### src/pdvb_map.vh
`ifndef PDVB_MAP_VH
`define PDVB_MAP_VH
`define PDVB_NDO_ONE 3'h1
`define PDVB_CAP_MSB 31
`define PDVB_CAP_LSB 16
`define PDVB_CAP_UNKNOWN 16'hFFFF
`define PDVB_INFO_MSB 15
`define PDVB_INFO_LSB 8
`define PDVB_INFO_INVALID 0
`define PDVB_INFO_PRESENT 1
`define PDVB_CHG_CHARGING 2'h0
`define PDVB_CHG_DISCHARGING 2'h1
`define PDVB_CHG_IDLE 2'h2
`define PDVB_NBAT 8
`define PDVB_REF_W 3
`define PDVB_RST_OBJ 32'h00000000
`define PDVB_RST_STATE 6'h01
`endif

### src/pdvb_core.v
`timescale 1ns/1ps
`include "pdvb_map.vh"
module pdvb_core (
  input wire clk,
  input wire srst,
  input wire mode_found,
  input wire enter_ack,
  input wire exit_ack,
  input wire exit_req,
  input wire hard_reset,
  input wire detach,
  input wire pd_seq_busy,
  input wire pd_msg_in,
  input wire goodcrc_done,
  input wire vdm_tx_fail,
  input wire vdm_want,
  input wire vdm_done,
  input wire bat_req,
  input wire [2:0] bat_ref,
  input wire [7:0] bat_exists,
  input wire [7:0] bat_hotswap,
  input wire [7:0] bat_attached,
  input wire [15:0] bat_cap_flat0,
  input wire [15:0] bat_cap_flat1,
  input wire [15:0] bat_cap_flat2,
  input wire [15:0] bat_cap_flat3,
  input wire [15:0] bat_cap_flat4,
  input wire [15:0] bat_cap_flat5,
  input wire [15:0] bat_cap_flat6,
  input wire [15:0] bat_cap_flat7,
  input wire [15:0] bat_chg_flat,
  output reg mode_active_r,
  output reg usb_normal_r,
  output reg enter_cmd_r,
  output reg exit_cmd_r,
  output reg vdm_start_r,
  output reg vdm_pending_r,
  output reg bat_reply_r,
  output reg [2:0] bat_ndo_r,
  output reg [31:0] bat_obj_r
);
  localparam ST_USB = 6'h01;
  localparam ST_ENTER = 6'h02;
  localparam ST_ACTIVE = 6'h04;
  localparam ST_EXIT = 6'h08;
  localparam ST_VDM = 6'h10;
  localparam ST_HOLD = 6'h20;

  reg [5:0] state_r;
  reg [5:0] state_nxt;
  reg crc_wait_r;
  wire [15:0] cap_sel;
  wire [1:0] chg_sel [0:7];
  wire [15:0] cap_arr [0:7];
  wire unmanaged;
  wire ref_ok;
  wire present;
  wire [1:0] chg;
  reg [7:0] info;
  reg [15:0] cap;
  wire [1:0] code_all [0:7];
  wire [7:0] pres_all;
  wire [31:0] obj_word;

  wire in_usb;
  wire in_enter;
  wire in_active;
  wire in_exit;
  wire in_vdm;
  wire in_hold;
  wire go_enter;
  wire go_active;
  wire go_exit;
  wire go_vdm;
  wire go_hold;
  wire go_back;
  wire go_rerun;
  wire go_usb;
  wire vdm_entry;

  wire crc_wait_nxt;
  wire mode_active_nxt;
  wire usb_normal_nxt;
  wire enter_cmd_nxt;
  wire exit_cmd_nxt;
  wire vdm_start_nxt;
  wire vdm_pending_nxt;
  wire bat_reply_nxt;
  wire [2:0] bat_ndo_nxt;
  wire [31:0] bat_obj_nxt;

  assign cap_arr[0] = bat_cap_flat0;
  assign cap_arr[1] = bat_cap_flat1;
  assign cap_arr[2] = bat_cap_flat2;
  assign cap_arr[3] = bat_cap_flat3;
  assign cap_arr[4] = bat_cap_flat4;
  assign cap_arr[5] = bat_cap_flat5;
  assign cap_arr[6] = bat_cap_flat6;
  assign cap_arr[7] = bat_cap_flat7;

  genvar gi;
  generate
    for (gi = 0; gi < `PDVB_NBAT; gi = gi + 1) begin : g_chg
      assign chg_sel[gi] = bat_chg_flat[2*gi+1:2*gi];
      assign pres_all[gi] = ~bat_hotswap[gi] | bat_attached[gi];
      // Reserved code 11 is folded to idle so it can never reach the wire
      assign code_all[gi] = (chg_sel[gi] == 2'h3) ? `PDVB_CHG_IDLE : chg_sel[gi];
    end
  endgenerate

  assign unmanaged = hard_reset | detach;
  assign cap_sel = cap_arr[bat_ref];
  assign ref_ok = bat_exists[bat_ref];
  assign present = pres_all[bat_ref];
  assign chg = code_all[bat_ref];

  // Object built from live inputs in the request cycle, so info is never stale
  always @* begin
    info = 8'h00;
    cap = cap_sel;
    if (!ref_ok) begin
      info[`PDVB_INFO_INVALID] = 1'b1;
      cap = `PDVB_CAP_UNKNOWN;
    end else begin
      info[`PDVB_INFO_PRESENT] = present;
      if (present) begin
        info[3:2] = chg;
      end else begin
        info[3:2] = 2'h0;
      end
    end
  end

  // One-hot flags keep the transition terms short
  assign in_usb = state_r[0];
  assign in_enter = state_r[1];
  assign in_active = state_r[2];
  assign in_exit = state_r[3];
  assign in_vdm = state_r[4];
  assign in_hold = state_r[5];

  assign go_enter = in_usb & mode_found & ~pd_seq_busy;
  assign go_active = in_enter & enter_ack;
  assign go_exit = in_active & exit_req & ~pd_seq_busy;
  // Managed exit wins over a vendor request raised in the same cycle
  assign go_vdm = in_active & ~exit_req & vdm_want & ~pd_seq_busy;
  // A message landing before the GoodCRC is back cannot break the sequence
  assign go_hold = in_vdm & (vdm_tx_fail | (pd_msg_in & ~crc_wait_r));
  assign go_back = in_vdm & ~go_hold & vdm_done;
  // No immediate retry of a failed message: rerun only once the link is quiet again
  assign go_rerun = in_hold & ~pd_seq_busy & ~pd_msg_in;
  assign go_usb = in_exit & exit_ack;

  always @* begin
    state_nxt = state_r;
    case (state_r)
      ST_USB: begin
        if (go_enter) begin
          state_nxt = ST_ENTER;
        end else begin
          state_nxt = ST_USB;
        end
      end
      ST_ENTER: begin
        if (go_active) begin
          state_nxt = ST_ACTIVE;
        end else begin
          state_nxt = ST_ENTER;
        end
      end
      ST_ACTIVE: begin
        if (go_exit) begin
          state_nxt = ST_EXIT;
        end else if (go_vdm) begin
          state_nxt = ST_VDM;
        end else begin
          state_nxt = ST_ACTIVE;
        end
      end
      ST_EXIT: begin
        if (go_usb) begin
          state_nxt = ST_USB;
        end else begin
          state_nxt = ST_EXIT;
        end
      end
      ST_VDM: begin
        if (go_hold) begin
          state_nxt = ST_HOLD;
        end else if (go_back) begin
          state_nxt = ST_ACTIVE;
        end else begin
          state_nxt = ST_VDM;
        end
      end
      ST_HOLD: begin
        if (go_rerun) begin
          state_nxt = ST_VDM;
        end else begin
          state_nxt = ST_HOLD;
        end
      end
      // Illegal codes fall back to USB rather than lock up
      default: begin
        state_nxt = ST_USB;
      end
    endcase
    if (unmanaged) begin
      state_nxt = ST_USB;
    end
  end

  assign vdm_entry = (state_nxt == ST_VDM) & ~in_vdm;
  // Flag set on entry wins over a GoodCRC in the same cycle
  assign crc_wait_nxt = vdm_entry | (crc_wait_r & ~goodcrc_done);
  assign mode_active_nxt = (state_nxt == ST_ACTIVE) | (state_nxt == ST_VDM) | (state_nxt == ST_HOLD) |
                           (state_nxt == ST_EXIT);
  assign usb_normal_nxt = (state_nxt == ST_USB) | (state_nxt == ST_ENTER);
  assign enter_cmd_nxt = go_enter & ~unmanaged;
  assign exit_cmd_nxt = go_exit & ~unmanaged;
  assign vdm_start_nxt = vdm_entry;
  assign vdm_pending_nxt = (state_nxt == ST_HOLD);
  assign bat_reply_nxt = bat_req;
  assign obj_word = {cap, info, 8'h00};
  assign bat_ndo_nxt = bat_req ? `PDVB_NDO_ONE : bat_ndo_r;
  assign bat_obj_nxt = bat_req ? obj_word : bat_obj_r;

  // Rest state after reset is plain USB operation
  always @(posedge clk) begin
    if (srst) begin
      state_r <= `PDVB_RST_STATE;
    end else begin
      state_r <= state_nxt;
    end
  end

  // Vendor message counts as in flight until its GoodCRC returns
  always @(posedge clk) begin
    if (srst) begin
      crc_wait_r <= 1'b0;
    end else begin
      crc_wait_r <= crc_wait_nxt;
    end
  end

  // Mode stays active through vendor traffic, pre-emption and the exit handshake
  always @(posedge clk) begin
    if (srst) begin
      mode_active_r <= 1'b0;
    end else begin
      mode_active_r <= mode_active_nxt;
    end
  end

  // Normal USB operation holds until the partner acknowledges entry
  always @(posedge clk) begin
    if (srst) begin
      usb_normal_r <= 1'b1;
    end else begin
      usb_normal_r <= usb_normal_nxt;
    end
  end

  // Command pulses are one cycle wide
  always @(posedge clk) begin
    if (srst) begin
      enter_cmd_r <= 1'b0;
    end else begin
      enter_cmd_r <= enter_cmd_nxt;
    end
  end

  always @(posedge clk) begin
    if (srst) begin
      exit_cmd_r <= 1'b0;
    end else begin
      exit_cmd_r <= exit_cmd_nxt;
    end
  end

  // Pulses on every entry to the vendor state, reruns included
  always @(posedge clk) begin
    if (srst) begin
      vdm_start_r <= 1'b0;
    end else begin
      vdm_start_r <= vdm_start_nxt;
    end
  end

  // Level so that the policy layer knows a rerun is owed
  always @(posedge clk) begin
    if (srst) begin
      vdm_pending_r <= 1'b0;
    end else begin
      vdm_pending_r <= vdm_pending_nxt;
    end
  end

  // Reply pulse lags the request by exactly one cycle
  always @(posedge clk) begin
    if (srst) begin
      bat_reply_r <= 1'b0;
    end else begin
      bat_reply_r <= bat_reply_nxt;
    end
  end

  // Count and object hold until the next request so a slow reader still sees them
  always @(posedge clk) begin
    if (srst) begin
      bat_ndo_r <= 3'h0;
    end else begin
      bat_ndo_r <= bat_ndo_nxt;
    end
  end

  always @(posedge clk) begin
    if (srst) begin
      bat_obj_r <= `PDVB_RST_OBJ;
    end else begin
      bat_obj_r <= bat_obj_nxt;
    end
  end
endmodule

### config.mk
export PLATFORM = sky130hd
export DESIGN_NAME = pdvb_core
export DESIGN_NICKNAME = d
export VERILOG_FILES = /design/src/pdvb_core.v
export VERILOG_INCLUDE_DIRS = /design/src
export SDC_FILE = /design/constraint.sdc
export NUM_CORES = 1
export LEC_CHECK = 0
export ABC_AREA = 1
export BUFFER_PORTS_ARGS = -buffer_cell sky130_fd_sc_hd__buf_2
export CAP_MARGIN = 20
export CORE_ASPECT_RATIO = 0.7
export CORE_MARGIN = 2
export CORE_UTILIZATION = 43
export CTS_CLUSTER_SIZE = 8
export DETAILED_ROUTE_END_ITERATION = 16
export PLACE_DENSITY = 0.87
export SLEW_MARGIN = 20
export SYNTH_ARGS = -nofsm -noshare
export SYNTH_HDL_FRONTEND = slang
export SYNTH_SLANG_ARGS = --single-unit
### constraint.sdc
create_clock -name clk -period 3 [get_ports clk]
set_clock_uncertainty 0.05 [all_clocks]
set_input_delay 0.15 -clock clk [delete_from_list [all_inputs] [get_ports clk]]
set_output_delay 0.15 -clock clk [all_outputs]
set_load 0.005 [all_outputs]
After elaboration in Yosys (flattened, before gate mapping)
Index checks and enable logic that the tools add are counted.

Register bits after elaboration: 35. Bits in writable memories: 0. Word-level logic and storage cells: 116. Input bits: 186. Bits in latches: 0. Bits in read-only memories: 0. Memories: 0.

Mux-type cells: 32. Bitwise gates (word level): 51. Reduce and logical (&&, ||, !) cells: 0. Div/mod/pow operators: 0. Add/subtract/negate cells: 0. Shifts and indexed selects: 0. Order comparisons: 2. $mul: 0. Equality and inequality tests: 20.

Operator list (number): $bmux 16 s3 (1); $mux 16 (3); $pmux 6 s6 (1); $mux 2 (12); $and 1x1->1 (19); $mux 6 (3); $eq 2x2->1 const B (8); $not 1->1 (16); $mux 5 (3); $or 1x1->1 (15); $eq 6x1->1 const B (2); $eq 6x2->1 const B (2); $eq 6x3->1 const B (2); $eq 6x4->1 const B (2); $eq 6x5->1 const B (2); $eq 6x6->1 const B (2); $bmux 1 s3 (2); $bmux 2 s3 (1); $mux 3 (2); $ge 4x4->1 const B (1); $lt 3x4->1 const B (1); $mux 4 (1); $not 3->4 (1); $mux 1 (3).

Longest topological paths before layout
Gate-level depths: netlist of run 1.

Word-level depth: 15. Gate-level depth with buffers: 10. Gate-level depth less buffers: 10.

Least setup slack after synthesis of run 1
Ideal clock, no wire load.

Kind: register to register. Start: register state_r[2]. End: register vdm_start_r. Library setup time: 78 ps. Arrival: 1172 ps. Stages on the path, launching flop included: 9. Setup slack: 1700 ps. Data required time: 2872 ps. Cell sequence: dfxtp_1 > nor2_1 > nand2_1 > inv_1 > o21ai_0 > nand3_2 > and2_1 > nand2_1 > nor3_1.

Longest elaborated chain between the ends: 9. Elaborated cells between the ends (all ways): 17. Classes of those cells: 7 x eq/ne; 4 x mux; 6 x bitwise.

RTL lines: from (decl) (RTL line pdvb_core.v:49) `reg [5:0] state_r;`; from (signal assigned) (RTL line pdvb_core.v:231) `` state_r <= `PDVB_RST_STATE; ``; from (signal assigned) (RTL line pdvb_core.v:233) `state_r <= state_nxt;`; $and 1x1->1 (3 in a row) (RTL line pdvb_core.v:146) `assign go_vdm = in_active & ~exit_req & vdm_want & ~pd_seq_busy;`; $mux 5 (RTL line pdvb_core.v:174) `end else if (go_vdm) begin`; $mux 5 (RTL line pdvb_core.v:172) `if (go_exit) begin`; $pmux 6 s6 * (RTL line pdvb_core.v:156) `case (state_r)`; $mux 6 * (RTL line pdvb_core.v:208) `if (unmanaged) begin`; $eq 6x5->1 * (RTL line pdvb_core.v:213) `assign vdm_entry = (state_nxt == ST_VDM) & ~in_vdm;`; $and 1x1->1 * (RTL line pdvb_core.v:213); to (signal assigned) (RTL line pdvb_core.v:286) `vdm_start_r <= vdm_start_nxt;`; to (decl) (RTL line pdvb_core.v:36) `output reg vdm_start_r,`.

Every way passes the cells marked *; elsewhere a longest branch is shown, timed or not. A chain may end at the register's enable or synchronous reset.

Worst setup path in the final report of run 1
Start: input bat_ref[1]. End: register bat_obj_r[10].

Longest elaborated chain between the ends: 6. Elaborated cells between the ends (all ways): 10. Classes of those cells: 9 x mux; 1 x bitwise.

RTL lines: from (decl) (RTL line pdvb_core.v:19) `input wire [2:0] bat_ref,`; $not 3->4 (not written as such) (RTL line pdvb_core.v:115) `assign chg = code_all[bat_ref];`; $bmux 2 s3 (RTL line pdvb_core.v:115); $mux 2 (not written as such) (2 in a row) (RTL line pdvb_core.v:115); $mux 2 (RTL line pdvb_core.v:126) `if (present) begin`; $mux 3 * (RTL line pdvb_core.v:121) `if (!ref_ok) begin`; to (signal assigned) (RTL line pdvb_core.v:319) `` bat_obj_r <= `PDVB_RST_OBJ; ``; to (signal assigned) (RTL line pdvb_core.v:321) `bat_obj_r <= bat_obj_nxt;`; to (decl) (RTL line pdvb_core.v:40) `output reg [31:0] bat_obj_r`.

Every way passes the cells marked *; elsewhere a longest branch is shown, timed or not. The select of a mux whose other input is x is not followed.

==> results of run 1 <==
[critical path: stages]
cell	delay (ps)
buf_2	70
buf_4	310
inv_1	240
nor2_1	150
o21ai_0	90
nand2_1	70
nor2_1	40
nor2_2	660
nand3_2	150
a21oi_2	160
[cells in the final DEF (no fill, tap or decap), types with 3 or more instances in the layout]
master / instances
buf_2: 213
nor2_1: 109
o21ai_0: 93
nand2_1: 77
dfxtp_1: 35
o22ai_1: 33
inv_1: 26
nand3_1: 21
a31oi_1: 16
conb_1: 14
nand3b_1: 7
clkbuf_8: 5
nor2_2: 4
nor3_1: 4
buf_4: 4
nand3_2: 3
o21ai_1: 3
[worst min path at each step]
stage	slack, ps	endpoint	depth (start not counted)	start
4_1_cts	40	exit_cmd_r$_SDFF_PP0_	2	pd_seq_busy
2_1_floorplan	180	exit_cmd_r$_SDFF_PP0_	1	pd_seq_busy
6_report	60	exit_cmd_r$_SDFF_PP0_	2	pd_seq_busy
3_5_place_dp	350	exit_cmd_r$_SDFF_PP0_	2	pd_seq_busy
3_3_place_gp	350	exit_cmd_r$_SDFF_PP0_	2	pd_seq_busy
5_1_grt	50	exit_cmd_r$_SDFF_PP0_	2	pd_seq_busy
[cells in the mapped netlist, drive strengths merged]
library cell  count  area (sq um)
dfxtp            35           701
conb              1          3.75
nor4              1          6.26
nand3            24           135
nand4             2          12.5
buf              33           233
o211ai            1          7.51
clkbuf           17          63.8
nand3b            7          52.6
nor3              4          20.0
o22ai            33           206
o21ai            96           480
nor2            113           434
a31oi            16           100
or2               1          6.26
a21oi             4          27.5
nand2            78           295
inv              27           101
and2              1          6.26
[sequential cells by signal, summed over array words and instances (netlist names)]
signal and flops:
bat_reply_r 1, usb_normal_r 1, crc_wait_r 1, bat_obj_r 20
enter_cmd_r 1, mode_active_r 1, vdm_start_r 1, vdm_pending_r 1
bat_ndo_r 1, exit_cmd_r 1, state_r 6
[cells by family (layout without fill, tap and decap cells)]
family	count (synthesis)	in the layout	synth area share
other	1	14	0.00130
buffers and inverters	77	252	0.138
AND/OR/NAND/NOR	231	231	0.335
flip-flops	35	35	0.242
AO/OA/AOI/OAI	150	150	0.284
[power by group]
part | leakage, uW | internal, uW | switching [uW] | total [uW]
Combinational | 0.00166 | 179 | 213 | 392
Clock | 0.0000422 | 163 | 164 | 327
Sequential | 0.000288 | 490 | 11.4 | 501
[final cells by class]
class	instances	area, sq um
multi-input cells	395	1840
clock buffers	7	76.3
well taps	91	114
inverters	27	101
repair buffers	217	1100
flip-flops and latches	35	701
fillers	662	2430
clock inverters	1	5.00
[layer usage]
layer	track usage	up-vias	part of all wire
li1	-	2007	-
met1	0.343	1768	0.41
met2	0.505	212	0.48
met3	0.0603	22	0.094
met4	0.0741	0	0.017
met5	0	-	0
[metrics by stage]
| stage | std cells | cell area [sq um] | util |
|---|---|---|---|
| 2_1_floorplan | 507 | 2940 | - |
| 3_3_place_gp | 765 | 3850 | 0.606 |
| 3_5_place_dp | 765 | 3850 | 0.606 |
| 4_1_cts | 773 | 3940 | 0.618 |
| 5_1_grt | 773 | 3940 | 0.618 |
| 6_report | 773 | 3940 | 0.618 |
==> results.md, run 1 <==
* Final hold vios at 0
* Initial Utilization at 0.454
* Status: completed
* Die ar. at 0.00741 sq mm
* Sequential area share after synthesis at 0.242
* Root Buffer: clkbuf_8
* Drt drc at 0
* # hold bufs at CTS at 0
* Hold crit path type: primary input to register
* Synth Warn # at 0
* WL/cell at 13.6 um
* Die W at 102 um
* Post-synthesis cell area at 0.00289 sq mm
* CTS Sinks at 35
* WS Path Type: primary input to register
* Max rail drop VDD at 0.177 mV
* Total wire length at 10,500 um
* Path depth of the worst reg2reg path at 8
* Worst hold slack at 58.4 ps
* Die H at 72.6 um
* H-tree Lvls at 2
* Tightest Pin Transition at 816 ps
* CP endpoint kind: register
* Pwr dens at 310 mW/mm^2
* Largest net degree at the start of global routing at 74
* Final worst slack at 1060 ps
* CTS Buf Count at 5
* R2R setup slack at 1290 ps
* Final ANT Viol Nets at 0
* Fmax at 514 MHz
* Initial DRC count at 230
* Critical R2R Capture: vdm_start_r$_SDFF_PP0_
* GRT Residual Overflow at 0
* CTS tree: yes
* Leakage at 0.00199 uW
* Crit path arrival time at 2110 ps
* Cell row count at 24
* Final Power at 1220 uW
* Critical R2R Launch: state_r[2]$_SDFF_PP0_
* # setup viols final at 0
* Slew HR at 0.455
* Ant. Diodes at 0
* Final critical-path share of the clock period at 0.648
* Syn Inst Count at 494
* Critical path origin: bat_ref[1]
* Port Buffers at 213
* End of the critical path: bat_obj_r[10]$_SDFFE_PP0P_
* Vias in the first global route at 3,681
* Synth Register Bits at 35
* Crit start category: primary input
* I/O pins at 228
* Detailed Place HPWL at 8310 um
* Core footprint at 0.00637 sq mm
* Final Critical Period at 1940 ps
* Worst skew pair latency at 280 ps
* Tot GR Track Use at 0.281
* Initial antenna violation count at 0
* Dpl ws at 799 ps
* Share of cells above drive strength 1 at 0.343
* Pins Over Slew Limit at 0
* Placer Congestion at 0.901
* Routed vias at 4,009
* CTS clk-pin slew, worst paths at 70 ps
* Crit Path Max Fanout at 40
* Post CTS Setup Buffer Count at 0
* Post-CTS sizing at 0
* Area growth, synth to finish at 36.1%
* Netlist cell types at 28
* Crit path required time at 3160 ps
* Vias per cell at 5.19
* First-pass GRT wire length at 16,800 um
* RSZ-0062 raised after global routing: false
* Max Cap Viol at 0
* TritonRoute pass-1 iters at 5
* Clock Path Buffers at 2
* Syn Area/Cell at 5.86 sq um
* NumNets Final at 867
* Fin Setup TNS at 0 ps
(Power assumes the default switching activity.)
==> inputs of run 2 (changes only) <==
Settings changed: CORE_UTILIZATION 43 to 36, PLACE_DENSITY 0.87 to 0.77.
Clock period 3 ns to 1.7 ns, I/O delays scaled along.
==> run 2 against run 1 <==
Effect of this change: via count is 1.2% lower; largest power group unchanged; critical path type is now register to register; first-iteration DRC count is 32% lower; power up 100%.
==> results.md, run 2 (synthesis results as in run 1) <==
* Vias per cell at 4.99 (was 5.19)
* First-pass GRT wire length at 16,700 um (was 16,800 um)
* Hold Startpoint: goodcrc_done (was pd_seq_busy)
* NumNets Final at 878 (was 867)
* H-tree Lvls at 2 (unchanged)
* CP cell instances: nor2_1 > nand2_1 > inv_1 > o21ai_0 > nand3_2 > and2_1 > nand2_1 > nor3_1 (was buf_2 > buf_4 > inv_1 > nor2_1 > o21ai_0 > nand2_1 > nor2_1 > nor2_2 > nand3_2 > a21oi_2)
* Final worst slack at 155 ps (was 1060 ps)
* Clock Path Buffers at 2 (unchanged)
* GRT Residual Overflow at 0 (unchanged)
* Final critical-path share of the clock period at 0.909
* CP endpoint kind: register (unchanged)
* Crit Path Max Fanout at 4 (was 40)
* Critical R2R Launch: state_r[0]$_SDFF_PP1_ (was state_r[2]$_SDFF_PP0_)
* CTS clk-pin slew, worst paths at 60 ps (was 70 ps)
* Top flop regs: bat_obj_r (20), state_r (6) (unchanged)
* Initial Utilization at 0.369 (was 0.454)
* Pins Over Slew Limit at 0 (unchanged)
* Number of flip-flops in the largest register at 20 (unchanged)
* Crit start category: register (was primary input)
* Final Util at 0.525 (was 0.618)
* Port Buffers at 213 (unchanged)
* WL/cell at 13.0 um (was 13.6 um)
* Tightest Pin Transition at 540 ps (was 816 ps)
* Root Buffer: clkbuf_16 (was clkbuf_8)
* Area growth, synth to finish at 42.2% (was 36.1%)
* Largest net degree at the start of global routing at 60 (was 74)
* Total wire length at 10,300 um (was 10,500 um)
* Pwr dens at 601 mW/mm^2 (was 310 mW/mm^2)
* Critical path origin: state_r[0]$_SDFF_PP1_ (was bat_ref[1])
* Tot GR Track Use at 0.226 (was 0.281)
* Share of cells above drive strength 1 at 0.356 (was 0.343)
* Initial antenna violation count at 0 (unchanged)
* Reg with most FFs: bat_obj_r (unchanged)
* Max rail drop VDD at 0.384 mV (was 0.177 mV)
* Final ANT Viol Nets at 0 (unchanged)
* Commonest non-fill, non-tap cell in the layout: buf_2 (unchanged)
* Final hold vios at 0 (unchanged)
* CTS tree: yes (unchanged)
* Leakage at 0.00207 uW (was 0.00199 uW)
* R2R setup slack at 150 ps (was 1290 ps)
* Status: completed (unchanged)
* Worst skew pair latency at 280 ps (about the same)
* Most frequent cells in the layout: buf_2, nor2_1, o21ai_0 (unchanged)
* Die W at 111 um (was 102 um)
* Core footprint at 0.00784 sq mm (was 0.00637 sq mm)
* TritonRoute pass-1 iters at 5 (unchanged)
* CTS Buf Count at 5 (unchanged)
* # setup viols final at 0 (unchanged)
* CTS Sinks at 35 (unchanged)
* Final Critical Period at 1550 ps
* WS Path Type: register to register (was primary input to register)
* Hold crit path type: primary input to register (unchanged)
* Vias in the first global route at 3,747 (was 3,681)
* Drt drc at 0 (unchanged)
* Max Cap Viol at 0 (unchanged)
* Fin Setup TNS at 0 ps (unchanged)
* Detailed Place HPWL at 8260 um (was 8310 um)
* Placer Congestion at 0.921 (was 0.901)
* Die ar. at 0.00878 sq mm (was 0.00741 sq mm)
* Crit path arrival time at 1690 ps (was 2110 ps)
* Die H at 79 um (was 72.6 um)
* Routed vias at 3,959 (was 4,009)
* Dpl ws at 133 ps (was 799 ps)
* I/O pins at 228 (unchanged)
* Crit-path slowest cell: dfxtp_1 (was nor2_2)
* Critical path's most frequent cell: nand2_1 (was nor2_1)
* Ant. Diodes at 0 (unchanged)
* Cell row count at 27 (was 24)
* Final Power at 2470 uW (was 1220 uW)
* RSZ-0062 raised after global routing: false (unchanged)
* Fill cell count at 788 (was 662)
* Slew HR at 0.639 (was 0.455)
* Max incr delay on CP at 340 ps (was 660 ps)
* Fmax at 647 MHz
* Crit path required time at 1850 ps (was 3160 ps)
* Initial DRC count at 157 (was 230)
-- run 2: timing repair --
action / in CTS / in global routing
setup buffers: 0 / 0
hold endpoints to repair: 1 / 0
setup endpoints to repair: 0 / 2
resized for setup: 0 / 1
hold buffers: 1 / 0
-- run 2: through the flow --
step / cells / hold slack (ps) / area (sq um)
CTS: 794 / 22.9 / 4110
detailed placement: 785 / 289 / 3960
global placement: 785 / 288 / 3960
global route: 794 / 37.2 / 4110
finish: 794 / 30.3 / 4110
floorplan: 507 / 113 / 2940
-- run 2: final cells by class --
cell class | count | area, sq um | share of cell area
Clock buffer | 5 | 125 | 0.0304
Clock inverter | 3 | 20.0 | 0.00487
Inverter | 27 | 101 | 0.0246
Multi-Input combinational cell | 395 | 1850 | 0.449
Sequential cell | 35 | 701 | 0.170
Tap cell | 101 | 126 | 0.0307
Timing Repair Buffer | 228 | 1190 | 0.290
-- run 2: final timing paths --
path / cells after the start / end
max: 8 / vdm_start_r$_SDFF_PP0_
min: 4 / crc_wait_r$_SDFF_PP0_
max reg2reg: 8 / vdm_start_r$_SDFF_PP0_
min reg2reg: 2 / bat_ndo_r[0]$_SDFFE_PP0P_
-- run 2: where the power goes --
group	internal [uW]	switching, uW	total (uW)
clock	539	334	872
combinational	337	378	715
sequential	865	20.0	885
total	1740	732	2470
-- run 2: worst max-delay path: cells and delay by family, from the launching register on --
kind	cells	cell delay, ps
AO/OA/AOI/OAI	1	90
AND/OR/NAND/NOR	6	920
buffers and inverters	1	60
flip-flops	1	340
-- run 2: per-layer routing --
layer | routed length, um | GRT usage | share of wire
met5 | 0 | 0 | 0
met4 | 99 | 0.0457 | 0.0096
met3 | 702 | 0.0374 | 0.068
met2 | 5080 | 0.424 | 0.49
met1 | 4410 | 0.276 | 0.43
